$ cat src/inc/tcc_params.svh
`ifndef TCC_PARAMS_SVH
`define TCC_PARAMS_SVH

// bus geometry
`define TCC_ADDR_W 8
`define TCC_DATA_W 32

// register byte offsets
`define TCC_OFS_CTRL 8'h00
`define TCC_OFS_COUNT 8'h04
`define TCC_OFS_COMPARE 8'h08
`define TCC_OFS_FLAGS 8'h0C
`define TCC_OFS_IRQ_EN 8'h10

// one-hot register select positions
`define TCC_SEL_CTRL 0
`define TCC_SEL_COUNT 1
`define TCC_SEL_COMPARE 2
`define TCC_SEL_FLAGS 3
`define TCC_SEL_IRQ_EN 4
`define TCC_NUM_REGS 5

// flag bit positions in the flag and enable registers
`define TCC_FLG_OVERFLOW 0
`define TCC_FLG_CMP_A 1
`define TCC_FLG_CMP_B 2
`define TCC_FLG_CAPTURE 3
`define TCC_NUM_FLAGS 4

// reset values
`define TCC_CTRL_RST 8'h00
`define TCC_COUNT_RST 16'h0000
`define TCC_COMPARE_RST 8'h00
`define TCC_FLAGS_RST 4'h0

// counter limits
`define TCC_MAX8 8'hFF
`define TCC_MAX16 16'hFFFF
`define TCC_BOTTOM8 8'h00

// prescaler: clock source codes and divide masks
`define TCC_CS_STOP 3'h0
`define TCC_CS_DIV1 3'h1
`define TCC_CS_DIV8 3'h2
`define TCC_CS_DIV64 3'h3
`define TCC_CS_DIV256 3'h4
`define TCC_DIV8_MASK 8'h07
`define TCC_DIV64_MASK 8'h3F
`define TCC_DIV256_MASK 8'hFF

// noise canceler sample depth
`define TCC_NC_DEPTH 4

// axi responses
`define TCC_RESP_OKAY 2'h0
`define TCC_RESP_SLVERR 2'h2

`endif

$ cat src/inc/tcc_pkg.sv
package tcc_pkg;

  // control register layout, msb first
  typedef struct packed {
    logic width_select;
    logic capture_mode_enable;
    logic noise_cancel;
    logic capture_edge_select;
    logic clear_on_match_select;
    logic [2:0] clock_source_select;
  } tcc_ctrl_t;

  // flag and interrupt-enable layout
  typedef struct packed {
    logic capture_flag;
    logic compare_flag_b;
    logic compare_flag_a;
    logic overflow_flag;
  } tcc_flags_t;

  // operating modes, one-hot
  typedef enum logic [4:0] {
    TCC_NORMAL8 = 5'b00001,
    TCC_CLEAR_ON_MATCH8 = 5'b00010,
    TCC_NORMAL16 = 5'b00100,
    TCC_CAPTURE8 = 5'b01000,
    TCC_CAPTURE16 = 5'b10000
  } tcc_mode_t;

endpackage

$ cat src/rtl/tcc_prescaler.sv
`timescale 1ns/1ps
`include "tcc_params.svh"

module tcc_prescaler (
  input wire logic aclk,
  input wire logic aresetn,
  input wire logic [2:0] clock_source_select,
  output logic timer_tick
);

  logic [7:0] div_reg;

  // free-running divider, shared by every divided rate
  always_ff @(posedge aclk) begin
    if (!aresetn) begin
      div_reg <= 8'h00;
    end else begin
      div_reg <= div_reg + 8'h01;
    end
  end

  // one-cycle enable at the selected rate; unknown codes stop the timer
  always_comb begin
    case (clock_source_select)
      `TCC_CS_DIV1: timer_tick = 1'b1;
      `TCC_CS_DIV8: timer_tick = (div_reg & `TCC_DIV8_MASK) == `TCC_DIV8_MASK;
      `TCC_CS_DIV64: timer_tick = (div_reg & `TCC_DIV64_MASK) == `TCC_DIV64_MASK;
      `TCC_CS_DIV256: timer_tick = div_reg == `TCC_DIV256_MASK;
      default: timer_tick = 1'b0;
    endcase
  end

endmodule

$ cat src/rtl/tcc_capture.sv
`timescale 1ns/1ps
`include "tcc_params.svh"

module tcc_capture (
  input wire logic aclk,
  input wire logic aresetn,
  input wire logic capture_pin,
  input wire logic noise_cancel,
  input wire logic capture_edge_select,
  input wire logic capture_active,
  output logic capture_event
);

  logic pin_reg;
  logic [`TCC_NC_DEPTH-1:0] hist_reg;
  logic filt_reg;
  logic prev_reg;
  logic level;

  // sample the pin and keep a short history for the filter
  always_ff @(posedge aclk) begin
    if (!aresetn) begin
      pin_reg <= 1'b0;
      hist_reg <= '0;
    end else begin
      pin_reg <= capture_pin;
      hist_reg <= {hist_reg[`TCC_NC_DEPTH-2:0], pin_reg};
    end
  end

  // filter output moves only when all samples agree
  always_ff @(posedge aclk) begin
    if (!aresetn) begin
      filt_reg <= 1'b0;
    end else if (&hist_reg) begin
      filt_reg <= 1'b1;
    end else if (~|hist_reg) begin
      filt_reg <= 1'b0;
    end
  end

  assign level = noise_cancel ? filt_reg : pin_reg;

  // edge detector follows whichever level is selected
  always_ff @(posedge aclk) begin
    if (!aresetn) begin
      prev_reg <= 1'b0;
    end else begin
      prev_reg <= level;
    end
  end

  // rising when the select bit is one, falling when zero
  assign capture_event = capture_active &
    (capture_edge_select ? (level & ~prev_reg) : (~level & prev_reg));

endmodule

$ cat src/rtl/tcc_top.sv
// Added by the designer: the AXI4-Lite register port and the address map.
`timescale 1ns/1ps
`include "tcc_params.svh"

module tcc_top (
  input wire logic aclk,
  input wire logic aresetn,
  input wire logic [`TCC_ADDR_W-1:0] awaddr,
  input wire logic awvalid,
  output logic awready,
  input wire logic [`TCC_DATA_W-1:0] wdata,
  input wire logic [3:0] wstrb,
  input wire logic wvalid,
  output logic wready,
  output logic [1:0] bresp,
  output logic bvalid,
  input wire logic bready,
  input wire logic [`TCC_ADDR_W-1:0] araddr,
  input wire logic arvalid,
  output logic arready,
  output logic [`TCC_DATA_W-1:0] rdata,
  output logic [1:0] rresp,
  output logic rvalid,
  input wire logic rready,
  input wire logic capture_pin,
  input wire tcc_pkg::tcc_flags_t irq_ack,
  output tcc_pkg::tcc_flags_t irq_req
);

  // address decode to a one-hot select; shared by reads and writes
  function automatic logic [`TCC_NUM_REGS-1:0] decode(input logic [`TCC_ADDR_W-1:0] a);
    logic [`TCC_NUM_REGS-1:0] sel;
    sel = '0;
    case (a)
      `TCC_OFS_CTRL: sel[`TCC_SEL_CTRL] = 1'b1;
      `TCC_OFS_COUNT: sel[`TCC_SEL_COUNT] = 1'b1;
      `TCC_OFS_COMPARE: sel[`TCC_SEL_COMPARE] = 1'b1;
      `TCC_OFS_FLAGS: sel[`TCC_SEL_FLAGS] = 1'b1;
      `TCC_OFS_IRQ_EN: sel[`TCC_SEL_IRQ_EN] = 1'b1;
      default: sel = '0;
    endcase
    return sel;
  endfunction

  // byte-lane merge of a 16-bit field
  function automatic logic [15:0] merge16(input logic [15:0] old, input logic [15:0] nw,
                                           input logic [1:0] strb);
    logic [15:0] res;
    res = old;
    if (strb[0]) begin
      res[7:0] = nw[7:0];
    end
    if (strb[1]) begin
      res[15:8] = nw[15:8];
    end
    return res;
  endfunction

  // mode from capture-enable, width and clear-on-match bits
  function automatic tcc_pkg::tcc_mode_t mode_of(input tcc_pkg::tcc_ctrl_t c);
    tcc_pkg::tcc_mode_t m;
    case ({c.capture_mode_enable, c.width_select})
      2'b00: m = c.clear_on_match_select ? tcc_pkg::TCC_CLEAR_ON_MATCH8 : tcc_pkg::TCC_NORMAL8;
      2'b01: m = tcc_pkg::TCC_NORMAL16;
      2'b10: m = tcc_pkg::TCC_CAPTURE8;
      2'b11: m = tcc_pkg::TCC_CAPTURE16;
      default: m = tcc_pkg::TCC_NORMAL8;
    endcase
    return m;
  endfunction

  tcc_pkg::tcc_ctrl_t ctrl_reg;
  tcc_pkg::tcc_flags_t flags_reg;
  tcc_pkg::tcc_flags_t irq_en_reg;
  tcc_pkg::tcc_flags_t flag_set;
  tcc_pkg::tcc_flags_t flag_clr;
  tcc_pkg::tcc_mode_t mode;
  logic [15:0] count_reg;
  logic [15:0] count_next;
  logic [7:0] compare_a_reg;
  logic [7:0] compare_b_reg;
  logic block_reg;
  logic timer_tick;
  logic capture_event;
  logic capture_active;
  logic is_wide;
  logic at_max;
  logic match_a;
  logic match_b;
  logic clear_hit;

  logic aw_have_reg;
  logic w_have_reg;
  logic [`TCC_ADDR_W-1:0] aw_addr_reg;
  logic [`TCC_DATA_W-1:0] w_data_reg;
  logic [3:0] w_strb_reg;
  logic bvalid_reg;
  logic [1:0] bresp_reg;
  logic rvalid_reg;
  logic [1:0] rresp_reg;
  logic [`TCC_DATA_W-1:0] rdata_reg;
  logic wr_fire;
  logic [`TCC_NUM_REGS-1:0] wr_sel;
  logic [`TCC_NUM_REGS-1:0] rd_sel;
  logic count_wr;
  logic compare_wr;

  // prescaled tick is a clock enable, never a clock
  tcc_prescaler u_prescaler (
    .aclk(aclk),
    .aresetn(aresetn),
    .clock_source_select(ctrl_reg.clock_source_select), // zero gives no tick
    .timer_tick(timer_tick)
  );

  tcc_capture u_capture (
    .aclk(aclk),
    .aresetn(aresetn),
    .capture_pin(capture_pin),
    .noise_cancel(ctrl_reg.noise_cancel),
    .capture_edge_select(ctrl_reg.capture_edge_select),
    .capture_active(capture_active),
    .capture_event(capture_event)
  );

  // ---- axi4-lite write channel ----
  // one write in flight; new address or data waits until the response leaves
  assign awready = ~aw_have_reg & ~bvalid_reg;
  assign wready = ~w_have_reg & ~bvalid_reg;
  assign wr_fire = aw_have_reg & w_have_reg & ~bvalid_reg;
  assign wr_sel = wr_fire ? decode(aw_addr_reg) : '0;
  assign bvalid = bvalid_reg;
  assign bresp = bresp_reg;

  // address and data may arrive in either order
  always_ff @(posedge aclk) begin
    if (!aresetn) begin
      aw_have_reg <= 1'b0;
      aw_addr_reg <= '0;
    end else if (awvalid & awready) begin
      aw_have_reg <= 1'b1;
      aw_addr_reg <= awaddr;
    end else if (wr_fire) begin
      aw_have_reg <= 1'b0;
    end
  end

  always_ff @(posedge aclk) begin
    if (!aresetn) begin
      w_have_reg <= 1'b0;
      w_data_reg <= '0;
      w_strb_reg <= 4'h0;
    end else if (wvalid & wready) begin
      w_have_reg <= 1'b1;
      w_data_reg <= wdata;
      w_strb_reg <= wstrb;
    end else if (wr_fire) begin
      w_have_reg <= 1'b0;
    end
  end

  // response one cycle after both halves are held; unmapped gives slverr
  always_ff @(posedge aclk) begin
    if (!aresetn) begin
      bvalid_reg <= 1'b0;
      bresp_reg <= `TCC_RESP_OKAY;
    end else if (wr_fire) begin
      bvalid_reg <= 1'b1;
      bresp_reg <= (|decode(aw_addr_reg)) ? `TCC_RESP_OKAY : `TCC_RESP_SLVERR;
    end else if (bready) begin
      bvalid_reg <= 1'b0;
    end
  end

  // ---- axi4-lite read channel ----
  assign arready = ~rvalid_reg;
  assign rd_sel = decode(araddr);
  assign rvalid = rvalid_reg;
  assign rdata = rdata_reg;
  assign rresp = rresp_reg;

  // read data latched on address handshake, unused bits zero
  always_ff @(posedge aclk) begin
    if (!aresetn) begin
      rvalid_reg <= 1'b0;
      rresp_reg <= `TCC_RESP_OKAY;
      rdata_reg <= '0;
    end else if (arvalid & arready) begin
      rvalid_reg <= 1'b1;
      rresp_reg <= (|rd_sel) ? `TCC_RESP_OKAY : `TCC_RESP_SLVERR;
      case (1'b1)
        rd_sel[`TCC_SEL_CTRL]: rdata_reg <= {24'h00_0000, ctrl_reg};
        rd_sel[`TCC_SEL_COUNT]: rdata_reg <= {16'h0000, count_reg};
        rd_sel[`TCC_SEL_COMPARE]: rdata_reg <= {16'h0000, compare_b_reg, compare_a_reg};
        rd_sel[`TCC_SEL_FLAGS]: rdata_reg <= {28'h000_0000, flags_reg};
        rd_sel[`TCC_SEL_IRQ_EN]: rdata_reg <= {28'h000_0000, irq_en_reg};
        default: rdata_reg <= '0;
      endcase
    end else if (rready) begin
      rvalid_reg <= 1'b0;
    end
  end

  // ---- control and enable registers ----
  always_ff @(posedge aclk) begin
    if (!aresetn) begin
      ctrl_reg <= `TCC_CTRL_RST;
    end else if (wr_sel[`TCC_SEL_CTRL] & w_strb_reg[0]) begin
      ctrl_reg <= w_data_reg[7:0];
    end
  end

  always_ff @(posedge aclk) begin
    if (!aresetn) begin
      irq_en_reg <= `TCC_FLAGS_RST;
    end else if (wr_sel[`TCC_SEL_IRQ_EN] & w_strb_reg[0]) begin
      irq_en_reg <= w_data_reg[`TCC_NUM_FLAGS-1:0];
    end
  end

  // ---- mode and comparators ----
  assign mode = mode_of(ctrl_reg);
  assign is_wide = (mode == tcc_pkg::TCC_NORMAL16) | (mode == tcc_pkg::TCC_CAPTURE16);
  assign capture_active = (mode == tcc_pkg::TCC_CAPTURE8) | (mode == tcc_pkg::TCC_CAPTURE16);

  // compare a is the capture register in capture modes, so it has no match there
  always_comb begin
    case (mode)
      tcc_pkg::TCC_NORMAL8: match_a = count_reg[7:0] == compare_a_reg;
      tcc_pkg::TCC_CLEAR_ON_MATCH8: match_a = count_reg[7:0] == compare_a_reg;
      tcc_pkg::TCC_NORMAL16: match_a = count_reg == {compare_b_reg, compare_a_reg};
      default: match_a = 1'b0;
    endcase
  end

  // unit b exists only while the width is 8 bits
  assign match_b = ~is_wide & (count_reg[7:0] == compare_b_reg);

  // top is the fixed maximum in every mode, clear-on-match included
  assign at_max = is_wide ? (count_reg == `TCC_MAX16) : (count_reg[7:0] == `TCC_MAX8);

  // exact equality only: a compare below the count waits for the wrap
  assign clear_hit = (mode == tcc_pkg::TCC_CLEAR_ON_MATCH8) & match_a;

  // ---- counter ----
  assign count_wr = wr_sel[`TCC_SEL_COUNT] & (|w_strb_reg[1:0]); // any time, any mode

  always_comb begin
    count_next = count_reg;
    if (count_wr) begin
      count_next = merge16(count_reg, w_data_reg[15:0], w_strb_reg[1:0]);
    end else if (timer_tick) begin
      if (clear_hit) begin
        count_next = {count_reg[15:8], `TCC_BOTTOM8};
      end else if (is_wide) begin
        count_next = count_reg + 16'h0001; // wraps to zero
      end else begin
        count_next = {count_reg[15:8], count_reg[7:0] + 8'h01};
      end
    end
  end

  always_ff @(posedge aclk) begin
    if (!aresetn) begin
      count_reg <= `TCC_COUNT_RST;
    end else begin
      count_reg <= count_next; // stands still with no tick
    end
  end

  // a counter write masks matches up to and including the next tick,
  // even while stopped, so preloading the compare value stays silent
  always_ff @(posedge aclk) begin
    if (!aresetn) begin
      block_reg <= 1'b0;
    end else if (count_wr) begin
      block_reg <= 1'b1;
    end else if (timer_tick) begin
      block_reg <= 1'b0;
    end
  end

  // ---- compare / capture register ----
  // writes land at once; a capture in the same cycle wins over software
  assign compare_wr = wr_sel[`TCC_SEL_COMPARE] & (|w_strb_reg[1:0]);

  always_ff @(posedge aclk) begin
    if (!aresetn) begin
      compare_a_reg <= `TCC_COMPARE_RST;
      compare_b_reg <= `TCC_COMPARE_RST;
    end else if (capture_event) begin
      compare_a_reg <= count_reg[7:0]; // overwrite unread value
      if (mode == tcc_pkg::TCC_CAPTURE16) begin
        compare_b_reg <= count_reg[15:8];
      end
    end else if (compare_wr) begin
      {compare_b_reg, compare_a_reg} <= merge16({compare_b_reg, compare_a_reg},
                                                w_data_reg[15:0], w_strb_reg[1:0]);
    end
  end

  // ---- flag sources ----
  always_comb begin
    flag_set = '0;
    // overflow on every rollover from max, also in clear-on-match
    flag_set.overflow_flag = timer_tick & ~count_wr & at_max;
    // flag follows the tick at which the match was seen
    flag_set.compare_flag_a = timer_tick & match_a & ~block_reg & ~count_wr;
    flag_set.compare_flag_b = timer_tick & match_b & ~block_reg & ~count_wr;
    flag_set.capture_flag = capture_event; // same cycle as the copy
  end

  // software clears by ones only; service acknowledge also clears
  always_comb begin
    flag_clr = irq_ack;
    if (wr_sel[`TCC_SEL_FLAGS] & w_strb_reg[0]) begin
      flag_clr = flag_clr | w_data_reg[`TCC_NUM_FLAGS-1:0]; // zeros keep flags
    end
  end

  // set beats clear so an event meeting a clear is kept
  genvar gi;
  generate
    for (gi = 0; gi < `TCC_NUM_FLAGS; gi++) begin : g_flag
      always_ff @(posedge aclk) begin
        if (!aresetn) begin
          flags_reg[gi] <= 1'b0;
        end else if (flag_set[gi]) begin
          flags_reg[gi] <= 1'b1; // hardware only sets
        end else if (flag_clr[gi]) begin
          flags_reg[gi] <= 1'b0;
        end
      end
    end
  endgenerate

  // request per flag, gated by its enable
  assign irq_req = flags_reg & irq_en_reg;

endmodule

$ cat config.mk
export PLATFORM = sky130hd
export DESIGN_NAME = tcc_top
export DESIGN_NICKNAME = d
export VERILOG_FILES = /design/src/inc/tcc_pkg.sv /design/src/rtl/tcc_prescaler.sv /design/src/rtl/tcc_capture.sv /design/src/rtl/tcc_top.sv
export VERILOG_INCLUDE_DIRS = /design/src /design/src/inc
export SDC_FILE = /design/constraint.sdc
export NUM_CORES = 1
export LEC_CHECK = 0
export BUFFER_PORTS_ARGS = -buffer_cell sky130_fd_sc_hd__buf_2
export CAP_MARGIN = 20
export CORE_ASPECT_RATIO = 0.75
export CORE_MARGIN = 2
export CORE_UTILIZATION = 26
export DETAILED_ROUTE_END_ITERATION = 10
export PLACE_DENSITY = 0.4
export SLEW_MARGIN = 0
export SYNTH_ARGS = -nofsm -noshare
export SYNTH_HDL_FRONTEND = slang
export SYNTH_HIERARCHICAL = 1
export SYNTH_SLANG_ARGS = --single-unit
$ cat constraint.sdc
create_clock -name aclk -period 3.2 [get_ports aclk]
set_input_delay 0.64 -clock aclk [delete_from_list [all_inputs] [get_ports aclk]]
set_output_delay 0.64 -clock aclk [all_outputs]
set_load 0.005 [all_outputs]
==> results.toml, run 1 <==
[outcome]
outcome = "finished clean"

[synth]
synthSimpleGateAreaFrac_pct = 22.8
synth_cells = 700
synth-seq-cells = 112
synth_area_leaders = "dfxtp_1 (38%), mux2i_1 (6.3%), nand2_1 (5.3%)"
netlist_area_um2 = 5840
synth-adder-area-share_pct = 1.71
synth_top_family_by_area = "simple AND/OR/NAND/NOR gates"
yosys.area.top_type = "dfxtp_1"
synth_compound_area_share_pct = 18.5
synth_most_common_cell = "dfxtp_1"
synth_ff_type = "dfxtp_1"
yosys_warnings = 6
synth_common_cells = "dfxtp_1 (112), nand2_1 (82), nor2_1 (71), a21oi_1 (60), mux2i_1 (37)"
synth_edf_count = 0
async_flop_share_pct = 0
ys_seq_area_share_pct = 38.4
ys_types = 66
synth_top_cell_area_share_pct = 38.4
postSynthAreaPerCell_um2 = 8.35
synth_mux_area_share_pct = 7.88
synthXorXnorAreaFrac_pct = 3.90

[detailed_routing]
firstDrtPassIters = 5
vias_per_cell = 4.80
drcViolationCount = 0
finalWirelength_um = 18000
first_iter_violations = 398
ant_nets = 0
vias = 5070
wl_per_cell_um = 17.0

[worst_setup_path]
crit_path_start_kind = "flop"
path_class = "reg -> reg"
reg2reg_depth = 9
regToRegSetupSlack_ns = 0.65
critical_path_arrival_ns = 2.81
r2r_end = "count_reg[6]$_SDFFE_PN0P_"
cp.required_ns = 3.45
worstPathCellList = "ha_1 > ha_1 > a32o_1 > or3_1 > inv_1 > a21o_1 > and2_1 > a21oi_1 > o221a_2"
timing.rr.start = "u_prescaler/div_reg[0]$_SDFF_PN0_"
path_buf_inv = 1
cp-end-kind = "flop"
slowest_delay_ns = 0.45
cpLargestDelayFamily = "simple AND/OR/NAND/NOR gates"
cp_common_cell = "ha_1"
critPathSlowestCell = "or3_1"
worst-path-max-fanout = 9

[placement]
place_area_um2 = 6480
portBuffers = 72
dp_slack_ns = 0.600
place_hpwl_um = 13100
gp_congestion = 0.829

[die]
die_x_um = 177
die_h_um = 134
design.die.area_um2 = 23700
core_area_um2 = 22100
start_util_pct = 26.5
rows = 47
io_pins = 109

[global_routing]
grt_antenna_before_repair = 0
grt_pass1_vias = 4731
grt_max_degree = 90
grt_pass1_wl_um = 27700
track_usage_pct = 15.2
grt_overflow_total = 0

[clock_network]
postCtsResizedCells = 0
clockBufferDepth = 2
cts_sinks = 112
cts_tree = "yes"
htree_levels = 3
ctsHoldBuffers = 0
clkTransAtPathRegs_ns = 0.08
cts_buffers = 9
post_cts_buffers = 0
clock_latency_ns = 0.36
cts-root-buf = "clkbuf_16"

[min_path]
holdPathStages = 2
hp-start = "rready"
hp-class = "in -> reg"
min_to = "rvalid$_SDFFE_PN0P_"

[power_and_ir_drop]
power_density_nw_per_um2 = 420
ir_drop_mv = 0.241
power_leakage_nw = 2.57

[run]
maxCapViolations = 0

[sta]
fin_crit_sh_pct = 79.8
worst_slack_ns = 0.646
clock.fmax_mhz = 392
relSlewSlack_pct = 43.7
holdWs_ns = 0.464
fin_tns_setup_ns = 0
tightestPinTransition_ns = 0.842
hold_violations = 0
period_minus_slack_ns = 2.55
finalSetupViolations = 0
final.setup_skew_ns = 0.00772
rsz0062_at_grt = "false"
drv_slew = 0

[finish]
nNetsFinal = 829
fin_area_um2 = 6770
multi_input_area_um2 = 3280
seqCellArea_um2 = 2240
antennaDiodeCount = 0
fin_util_pct = 30.7
drive_gt1_share_pct = 18.4
fillers = 2418
area_growth_pct = 15.8
per-layer routing:
layer / track usage [%] / wire, µm / share of wire [%] / up-vias
met5: 0 / 0 / 0 / -
met4: 3.26 / 139 / 0.77 / 0
met3: 3.60 / 977 / 5.4 / 14
met2: 19.7 / 6940 / 39 / 123
met1: 24.4 / 9920 / 55 / 2387
li1: - / - / - / 2546
report_power, final:
group | switching (mW) | internal, mW | leakage, nW | total, mW
sequential | 0.0497 | 1.43 | 0.910 | 1.48
clock | 0.558 | 0.554 | 0.135 | 1.11
combinational | 0.156 | 0.0926 | 1.53 | 0.248
cell families (layout without fill, tap and decap cells):
logic type / Yosys count / in the layout
DFF: 112 / 112
AOI/OAI and AO/OA: 159 / 159
and+or+nand+nor: 269 / 269
xor gates and xnor gates: 26 / 26
muxes: 45 / 45
other: 1 / 18
adders and majority gates: 8 / 8
buffers and inverters: 80 / 125
metrics by stage:
stage,cells,total power [mW]
4_1_cts,1055,2.89
5_1_grt,1056,2.97
2_1_floorplan,717,1.67
3_3_place_gp,1039,1.76
3_5_place_dp,1039,1.76
6_report,1056,2.84
cells in the final DEF, fill, tap and decap left out, types with 20 or more instances in the layout:
| master | instances |
|---|---|
| mux2i_1 | 36 |
| nor2_1 | 71 |
| buf_4 | 22 |
| and2_1 | 20 |
| nand2_1 | 82 |
| buf_2 | 72 |
| o21ai_0 | 21 |
| nor3_1 | 25 |
| a21oi_1 | 60 |
| a22oi_1 | 22 |
| dfxtp_1 | 112 |
final cells by class:
| class | count | area share [%] |
|---|---|---|
| multi-input combinational | 525 | 48.4 |
| sequential | 112 | 33.1 |
| timing repair buffer | 95 | 8.06 |
| tap | 294 | 5.44 |
| clock buffer | 10 | 3.53 |
| inverter | 14 | 0.776 |
| clock inverter | 6 | 0.629 |
worst max-delay path by stage:
stage                                 startpoint  slack [ns]                       endpoint  depth (start not counted)
4_1_cts                 ctrl_reg[6]$_SDFFE_PN0P_        0.57     count_reg[10]$_SDFFE_PN0P_                          7
5_1_grt        u_prescaler/div_reg[0]$_SDFF_PN0_        0.50      count_reg[0]$_SDFFE_PN0P_                          9
3_5_place_dp            ctrl_reg[6]$_SDFFE_PN0P_        0.60     count_reg[10]$_SDFFE_PN0P_                          7
2_1_floorplan           ctrl_reg[6]$_SDFFE_PN0P_        0.96  compare_a_reg[4]$_SDFFE_PN0P_                          8
6_report       u_prescaler/div_reg[0]$_SDFF_PN0_        0.65      count_reg[6]$_SDFFE_PN0P_                          9
3_3_place_gp            ctrl_reg[6]$_SDFFE_PN0P_        0.66     count_reg[10]$_SDFFE_PN0P_                          7
(Power assumes the default switching activity.)
==> run 2, diff against run 1 <==
--- a/config.mk
+++ b/config.mk
@@ -6,13 +6,14 @@
 export SDC_FILE = /design/constraint.sdc
 export NUM_CORES = 1
 export LEC_CHECK = 0
+export ABC_AREA = 1
 export BUFFER_PORTS_ARGS = -buffer_cell sky130_fd_sc_hd__buf_2
 export CAP_MARGIN = 20
 export CORE_ASPECT_RATIO = 0.75
 export CORE_MARGIN = 2
 export CORE_UTILIZATION = 26
 export DETAILED_ROUTE_END_ITERATION = 10
-export PLACE_DENSITY = 0.4
+export PLACE_DENSITY = 0.42
 export SLEW_MARGIN = 0
 export SYNTH_ARGS = -nofsm -noshare
 export SYNTH_HDL_FRONTEND = slang
==> constraint.sdc (replaced) <==
create_clock -name aclk -period 2.15 [get_ports aclk]
set_input_delay 0.43 -clock aclk [delete_from_list [all_inputs] [get_ports aclk]]
set_output_delay 0.43 -clock aclk [all_outputs]
set_load 0.005 [all_outputs]
==> run 2 against run 1 <==
  * Clock-buffer cell count grew 2
  * Non-clock buffer count grew 35
  * Core utilization grew 1.7 points
  * Sequential cell count is the same
  * Via count grew 16%
  * Register-to-register slack lost 0.48 ns
  * Clock power grew 57%
  * Highest routed layer unchanged
==> results.toml, run 2 <==
[outcome]
outcome = "finished clean"

[global_routing]
grt_pass1_vias = 5382
grt_pass1_wl_um = 30600
grt_max_degree = 41
grt_antenna_before_repair = 0
track_usage_pct = 16.7
grt_overflow_total = 0

[worst_setup_path]
cp.required_ns = 2.40
cpLargestDelayFamily = "buffers and inverters"
path_class = "reg -> reg"
worstPathCellList = "inv_1 > buf_4 > ha_1 > nor3_1 > nand3_2 > buf_4 > nand2_1 > inv_1 > nand2_1 > a21oi_1"
worst-path-max-fanout = 8
slowest_delay_ns = 0.39
critPathSlowestCell = "dfxtp_1"
path_buf_inv = 4
critical_path_arrival_ns = 2.24
cp-end-kind = "flop"
crit_path_start_kind = "flop"

[die]
core_area_um2 = 22300
rows = 47
die_h_um = 135
die_x_um = 179
design.die.area_um2 = 24100
start_util_pct = 26.7
io_pins = 109

[sta]
period_minus_slack_ns = 1.98
drv_slew = 0
rsz0062_at_grt = "true"
hold_violations = 0
finalSetupViolations = 0
fin_crit_sh_pct = 92.1
clock.fmax_mhz = 505
worst_slack_ns = 0.169
final.setup_skew_ns = 0.00864
fin_tns_setup_ns = 0
holdWs_ns = 0.255

[synth]
async_flop_share_pct = 0
synth_edf_count = 0
ys_types = 39
yosys.area.top_type = "dfxtp_1"
netlist_area_um2 = 5950
synth_most_common_cell = "nand2_1"
synth-seq-cells = 112
postSynthAreaPerCell_um2 = 6.60
synth_common_cells = "nand2_1 (177), nor2_1 (137), dfxtp_1 (112), inv_1 (104), o21ai_0 (99)"
synth_area_leaders = "dfxtp_1 (38%), nand2_1 (11%), nor2_1 (8.6%)"
yosys_warnings = 6
ys_seq_area_share_pct = 37.7
synth_ff_type = "dfxtp_1"
synth_top_cell_area_share_pct = 37.7
synth_cells = 901

[power_and_ir_drop]
power_density_nw_per_um2 = 602
ir_drop_mv = 0.350
power_leakage_nw = 3.25

[placement]
dp_cells = 1291
gp_congestion = 0.836
portBuffers = 72
dp_slack_ns = 0.0750
place_hpwl_um = 15400

[clock_network]
cts_tree = "yes"
cts_sinks = 112
clockBufferDepth = 2
clkTransAtPathRegs_ns = 0.07
post_cts_buffers = 0
htree_levels = 3
cts-root-buf = "clkbuf_16"
postCtsResizedCells = 0
clock_latency_ns = 0.37
ctsHoldBuffers = 0
cts_buffers = 9

[detailed_routing]
finalWirelength_um = 19600
wl_per_cell_um = 15.0
ant_nets = 0
vias = 5884
first_iter_violations = 466
vias_per_cell = 4.50
firstDrtPassIters = 5
drcViolationCount = 0

[finish]
fillers = 2482
drive_gt1_share_pct = 17.2
nNetsFinal = 1080
area_growth_pct = 21.5
stdcell_count = 1307
antennaDiodeCount = 0
final_common_cell = "nand2_1"
fin_util_pct = 32.4
final_cell_mix = "nand2_1 (176), nor2_1 (136), dfxtp_1 (112), inv_1 (102), o21ai_0 (97)"

[min_path]
hp-class = "in -> reg"

[run]
maxCapViolations = 0
[run 2: layout make-up]
| cell class | count | area, µm² | share of cell area [%] |
|---|---|---|---|
| Tap cell | 294 | 368 | 5.09 |
| Sequential cell | 112 | 2240 | 31.0 |
| Multi-Input combinational cell | 647 | 3110 | 43.0 |
| Clock inverter | 4 | 55.1 | 0.762 |
| Clock buffer | 12 | 236 | 3.27 |
| Inverter | 108 | 405 | 5.61 |
| Timing Repair Buffer | 130 | 812 | 11.2 |
[run 2: logic make-up after synthesis]
group | synth area share (%)
flip-flops | 37.7
AO/OA/AOI/OAI | 18.0
XOR/XNOR | 2.36
AND/OR/NAND/NOR | 28.7
buffers and inverters | 11.5
adder cells (fa/ha/maj) | 1.68
other | 0.0630
[run 2: worst register-to-register path, stage by stage (launching register included)]
cell and delay, ns:
dfxtp_1 0.39, inv_1 0.08, buf_4 0.16, ha_1 0.29, nor3_1 0.22, nand3_2 0.20, buf_4 0.22, nand2_1 0.06
inv_1 0.12, nand2_1 0.09, a21oi_1 0.06
[run 2: through the flow]
stage               total power, mW  cell area (µm²)
floorplan                      2.50             6010
global placement               2.66             6910
detailed placement             2.66             6910
CTS                            4.41             7200
global route                   4.56             7230
finish                         4.35             7230
[run 2: worst paths after layout]
kind                                       to                             start  depth (start not counted)  slack, ns
max                 count_reg[1]$_SDFFE_PN0P_          ctrl_reg[6]$_SDFFE_PN0P_                         10       0.17
min              u_capture/pin_reg$_SDFF_PN0_                       capture_pin                          3       0.26
min reg2reg  u_capture/hist_reg[3]$_SDFF_PN0_  u_capture/hist_reg[2]$_SDFF_PN0_                          2       0.45
max reg2reg         count_reg[1]$_SDFFE_PN0P_          ctrl_reg[6]$_SDFFE_PN0P_                         10       0.17
[run 2: layer usage]
| layer | GRT usage (%) | vias up | part of all wire, % |
|---|---|---|---|
| met5 | 0 | - | 0 |
| met4 | 3.70 | 0 | 0.97 |
| met3 | 3.43 | 12 | 6.2 |
| met2 | 21.2 | 158 | 35 |
| met1 | 27.5 | 2619 | 58 |
| li1 | - | 3095 | - |
[run 2: power breakdown]
part	switching [mW]	total [mW]	internal, mW	leakage (nW)
combinational	0.261	0.404	0.143	2.21
clock	0.831	1.74	0.913	0.137
sequential	0.0595	2.20	2.14	0.911
total	1.15	4.35	3.20	3.25
==> run 3, diff against run 2 <==
==> constraint.sdc (replaced) <==
create_clock -name aclk -period 1.6 [get_ports aclk]
set_input_delay 0.32 -clock aclk [delete_from_list [all_inputs] [get_ports aclk]]
set_output_delay 0.32 -clock aclk [all_outputs]
set_load 0.01 [all_outputs]
==> run 3 against run 2 <==
  * Hold slack worse by 0.10 ns
  * First-iteration DRC count fell by 3.9%
  * Clock power increased by 27%
  * Highest routed layer unchanged
  * Fmax up 9.8%
  * The run now ends with negative setup slack left
==> results.toml, run 3 (synthesis results as in run 2) <==
[outcome]
outcome = "complete, but fails checks"
violations = "negative setup slack"

[sta]
hold_violations = 0
final.setup_skew_ns = 0.0101
worst_slack_ns = -0.204
fin_crit_sh_pct = 113
clock.fmax_mhz = 554
finalSetupViolations = 37
holdWs_ns = 0.153
rsz0062_at_grt = "true"
drv_slew = 0
period_minus_slack_ns = 1.80

[power_and_ir_drop]
power_leakage_nw = 3.99
power_density_nw_per_um2 = 675
pwr-share-seq_pct = 49.7
p_switching_mw = 1.65
combPwrFrac_pct = 13.2
switching_share_pct = 27.6
clockPowerShare_pct = 37.1
intPower_mw = 4.32
p_total_mw = 5.97
ir_drop_mv = 0.436

[worst_setup_path]
reg2reg_depth = 12
regToRegSetupSlack_ns = -0.20
cpLargestDelayFamily = "buffers and inverters"
slowest_delay_ns = 0.34
critPathSlowestCell = "dfxtp_2"
cp_common_cell = "buf_6"
worstPathCellList = "buf_4 > ha_2 > or2_4 > nand2_4 > nor2_4 > buf_6 > inv_8 > buf_6 > buf_6 > nand2_2 > o211ai_1 > inv_1"
r2r_end = "flags_reg[3]$_SDFFE_PN0P_"
crit_path_start_kind = "flop"
cp-end-kind = "flop"
critical_path_depth = 12
cp-endpoint = "flags_reg[3]$_SDFFE_PN0P_"
crit_start = "ctrl_reg[6]$_SDFFE_PN0P_"
worst-path-max-fanout = 7
timing.rr.start = "ctrl_reg[6]$_SDFFE_PN0P_"
path_buf_inv = 6
path_class = "reg -> reg"
critical_path_arrival_ns = 2.05
cp.required_ns = 1.85

[die]
core_area_um2 = 22300
io_pins = 109
die_h_um = 135
rows = 47
die_x_um = 179
design.die.area_um2 = 24100
start_util_pct = 26.7

[placement]
place_hpwl_um = 16600
gp_congestion = 0.902
place_area_um2 = 7790
portBuffers = 72

[global_routing]
track_usage_pct = 18.1
grt_pass1_vias = 5803
grt_max_degree = 36
grt_overflow_total = 0
grt_pass1_wl_um = 33200
grt_antenna_before_repair = 0

[clock_network]
cts-root-buf = "clkbuf_16"
clock_latency_ns = 0.36
ctsHoldBuffers = 0
cts_tree = "yes"
clockBufferDepth = 2
cts_sinks = 112
clkTransAtPathRegs_ns = 0.08
cts_buffers = 9
htree_levels = 3

[finish]
fin_area_um2 = 8850
final_cell_mix = "nand2_1 (153), buf_4 (149), nor2_1 (118), dfxtp_1 (96), inv_1 (92)"
antennaDiodeCount = 0
final_common_cell = "nand2_1"
area_growth_pct = 48.7
nNetsFinal = 1198
fin_util_pct = 39.7
drive_gt1_share_pct = 36.0

[run]
maxCapViolations = 0

[min_path]
hp-class = "in -> reg"
hp-start = "capture_pin"

[detailed_routing]
vias_per_cell = 4.42
wl_per_cell_um = 15.0
finalWirelength_um = 21400
vias = 6301
ant_nets = 0
drcViolationCount = 0
first_iter_violations = 448
firstDrtPassIters = 5
==> run 3: cell types whose count changed in the layout (fill, tap and decap cells not counted), moves of 10 or more <==
cell / previous run / this run
buf_4: 56 / 149
buf_6: 1 / 17
dfxtp_1: 112 / 96
dfxtp_2: 0 / 15
inv_1: 102 / 92
nand2_1: 176 / 153
nand2_2: 2 / 17
nor2_1: 136 / 118
nor2_4: 0 / 12
o21ai_0: 97 / 69
o21ai_1: 3 / 17
o21ai_2: 1 / 13
==> run 3: power by group through the flow <==
| stage | combinational (mW) | sequential (mW) | clock (mW) |
|---|---|---|---|
| final | 0.789 | 2.97 | 2.21 |
| after global routing | 0.886 | 2.98 | 2.40 |
| after CTS | 0.733 | 2.96 | 2.31 |
| after detailed placement | 0.698 | 3.02 | 0 |
| after global placement | 0.697 | 3.02 | 0 |
| after floorplan | 0.378 | 3.01 | 0 |
==> run 3: worst min path at each step <==
stage                                             endpoint  slack [ns]  cells past startpoint
after CTS                     u_capture/pin_reg$_SDFF_PN0_        0.15                      3
after global placement    u_capture/hist_reg[0]$_SDFF_PN0_        0.41                      2
after floorplan           u_capture/hist_reg[0]$_SDFF_PN0_        0.41                      2
final                         u_capture/pin_reg$_SDFF_PN0_        0.15                      3
after global routing          u_capture/pin_reg$_SDFF_PN0_        0.18                      3
after detailed placement  u_capture/hist_reg[0]$_SDFF_PN0_        0.42                      2
==> run 3: final cells by class <==
cell class	instances	area, µm²
Tap cell	294	368
Timing Repair Buffer	248	1880
Inverter	108	442
Clock buffer	10	239
Multi-Input combinational cell	647	3620
Sequential cell	112	2260
Clock inverter	5	40.0
Fill cell	2410	13400
==> run 3: repair_timing <==
| item | in CTS | in global routing |
|---|---|---|
| pin swaps | 30 | 36 |
| gates cloned | 4 | 0 |
| setup endpoints to repair | 44 | 48 |
| buffers inserted | 3 | 11 |
| resized for setup | 104 | 99 |
==> run 3: routing by layer <==
layer	track usage (%)	vias to the layer above	share of wire (%)
met5	0	-	0
met4	3.25	0	0.67
met3	4.34	9	6.2
met2	23.6	144	37
met1	29.2	2811	56
li1	-	3337	-
==> run 3: through the flow <==
stage / worst slack, ns / setup TNS [ns] / instances
6_report: -0.204 / -5.10 / 1424
3_3_place_gp: -0.325 / -9.09 / 1393
2_1_floorplan: -0.0318 / -0.0610 / 918
3_5_place_dp: -0.352 / -9.56 / 1393
4_1_cts: -0.213 / -5.01 / 1414
5_1_grt: -0.345 / -9.43 / 1424
==> run 3: tightest hold or removal path: cells and delay by family <==
kind | cells | cell delay [ns]
buffers and inverters | 2 | 0.12
AND/OR/NAND/NOR | 1 | 0.04
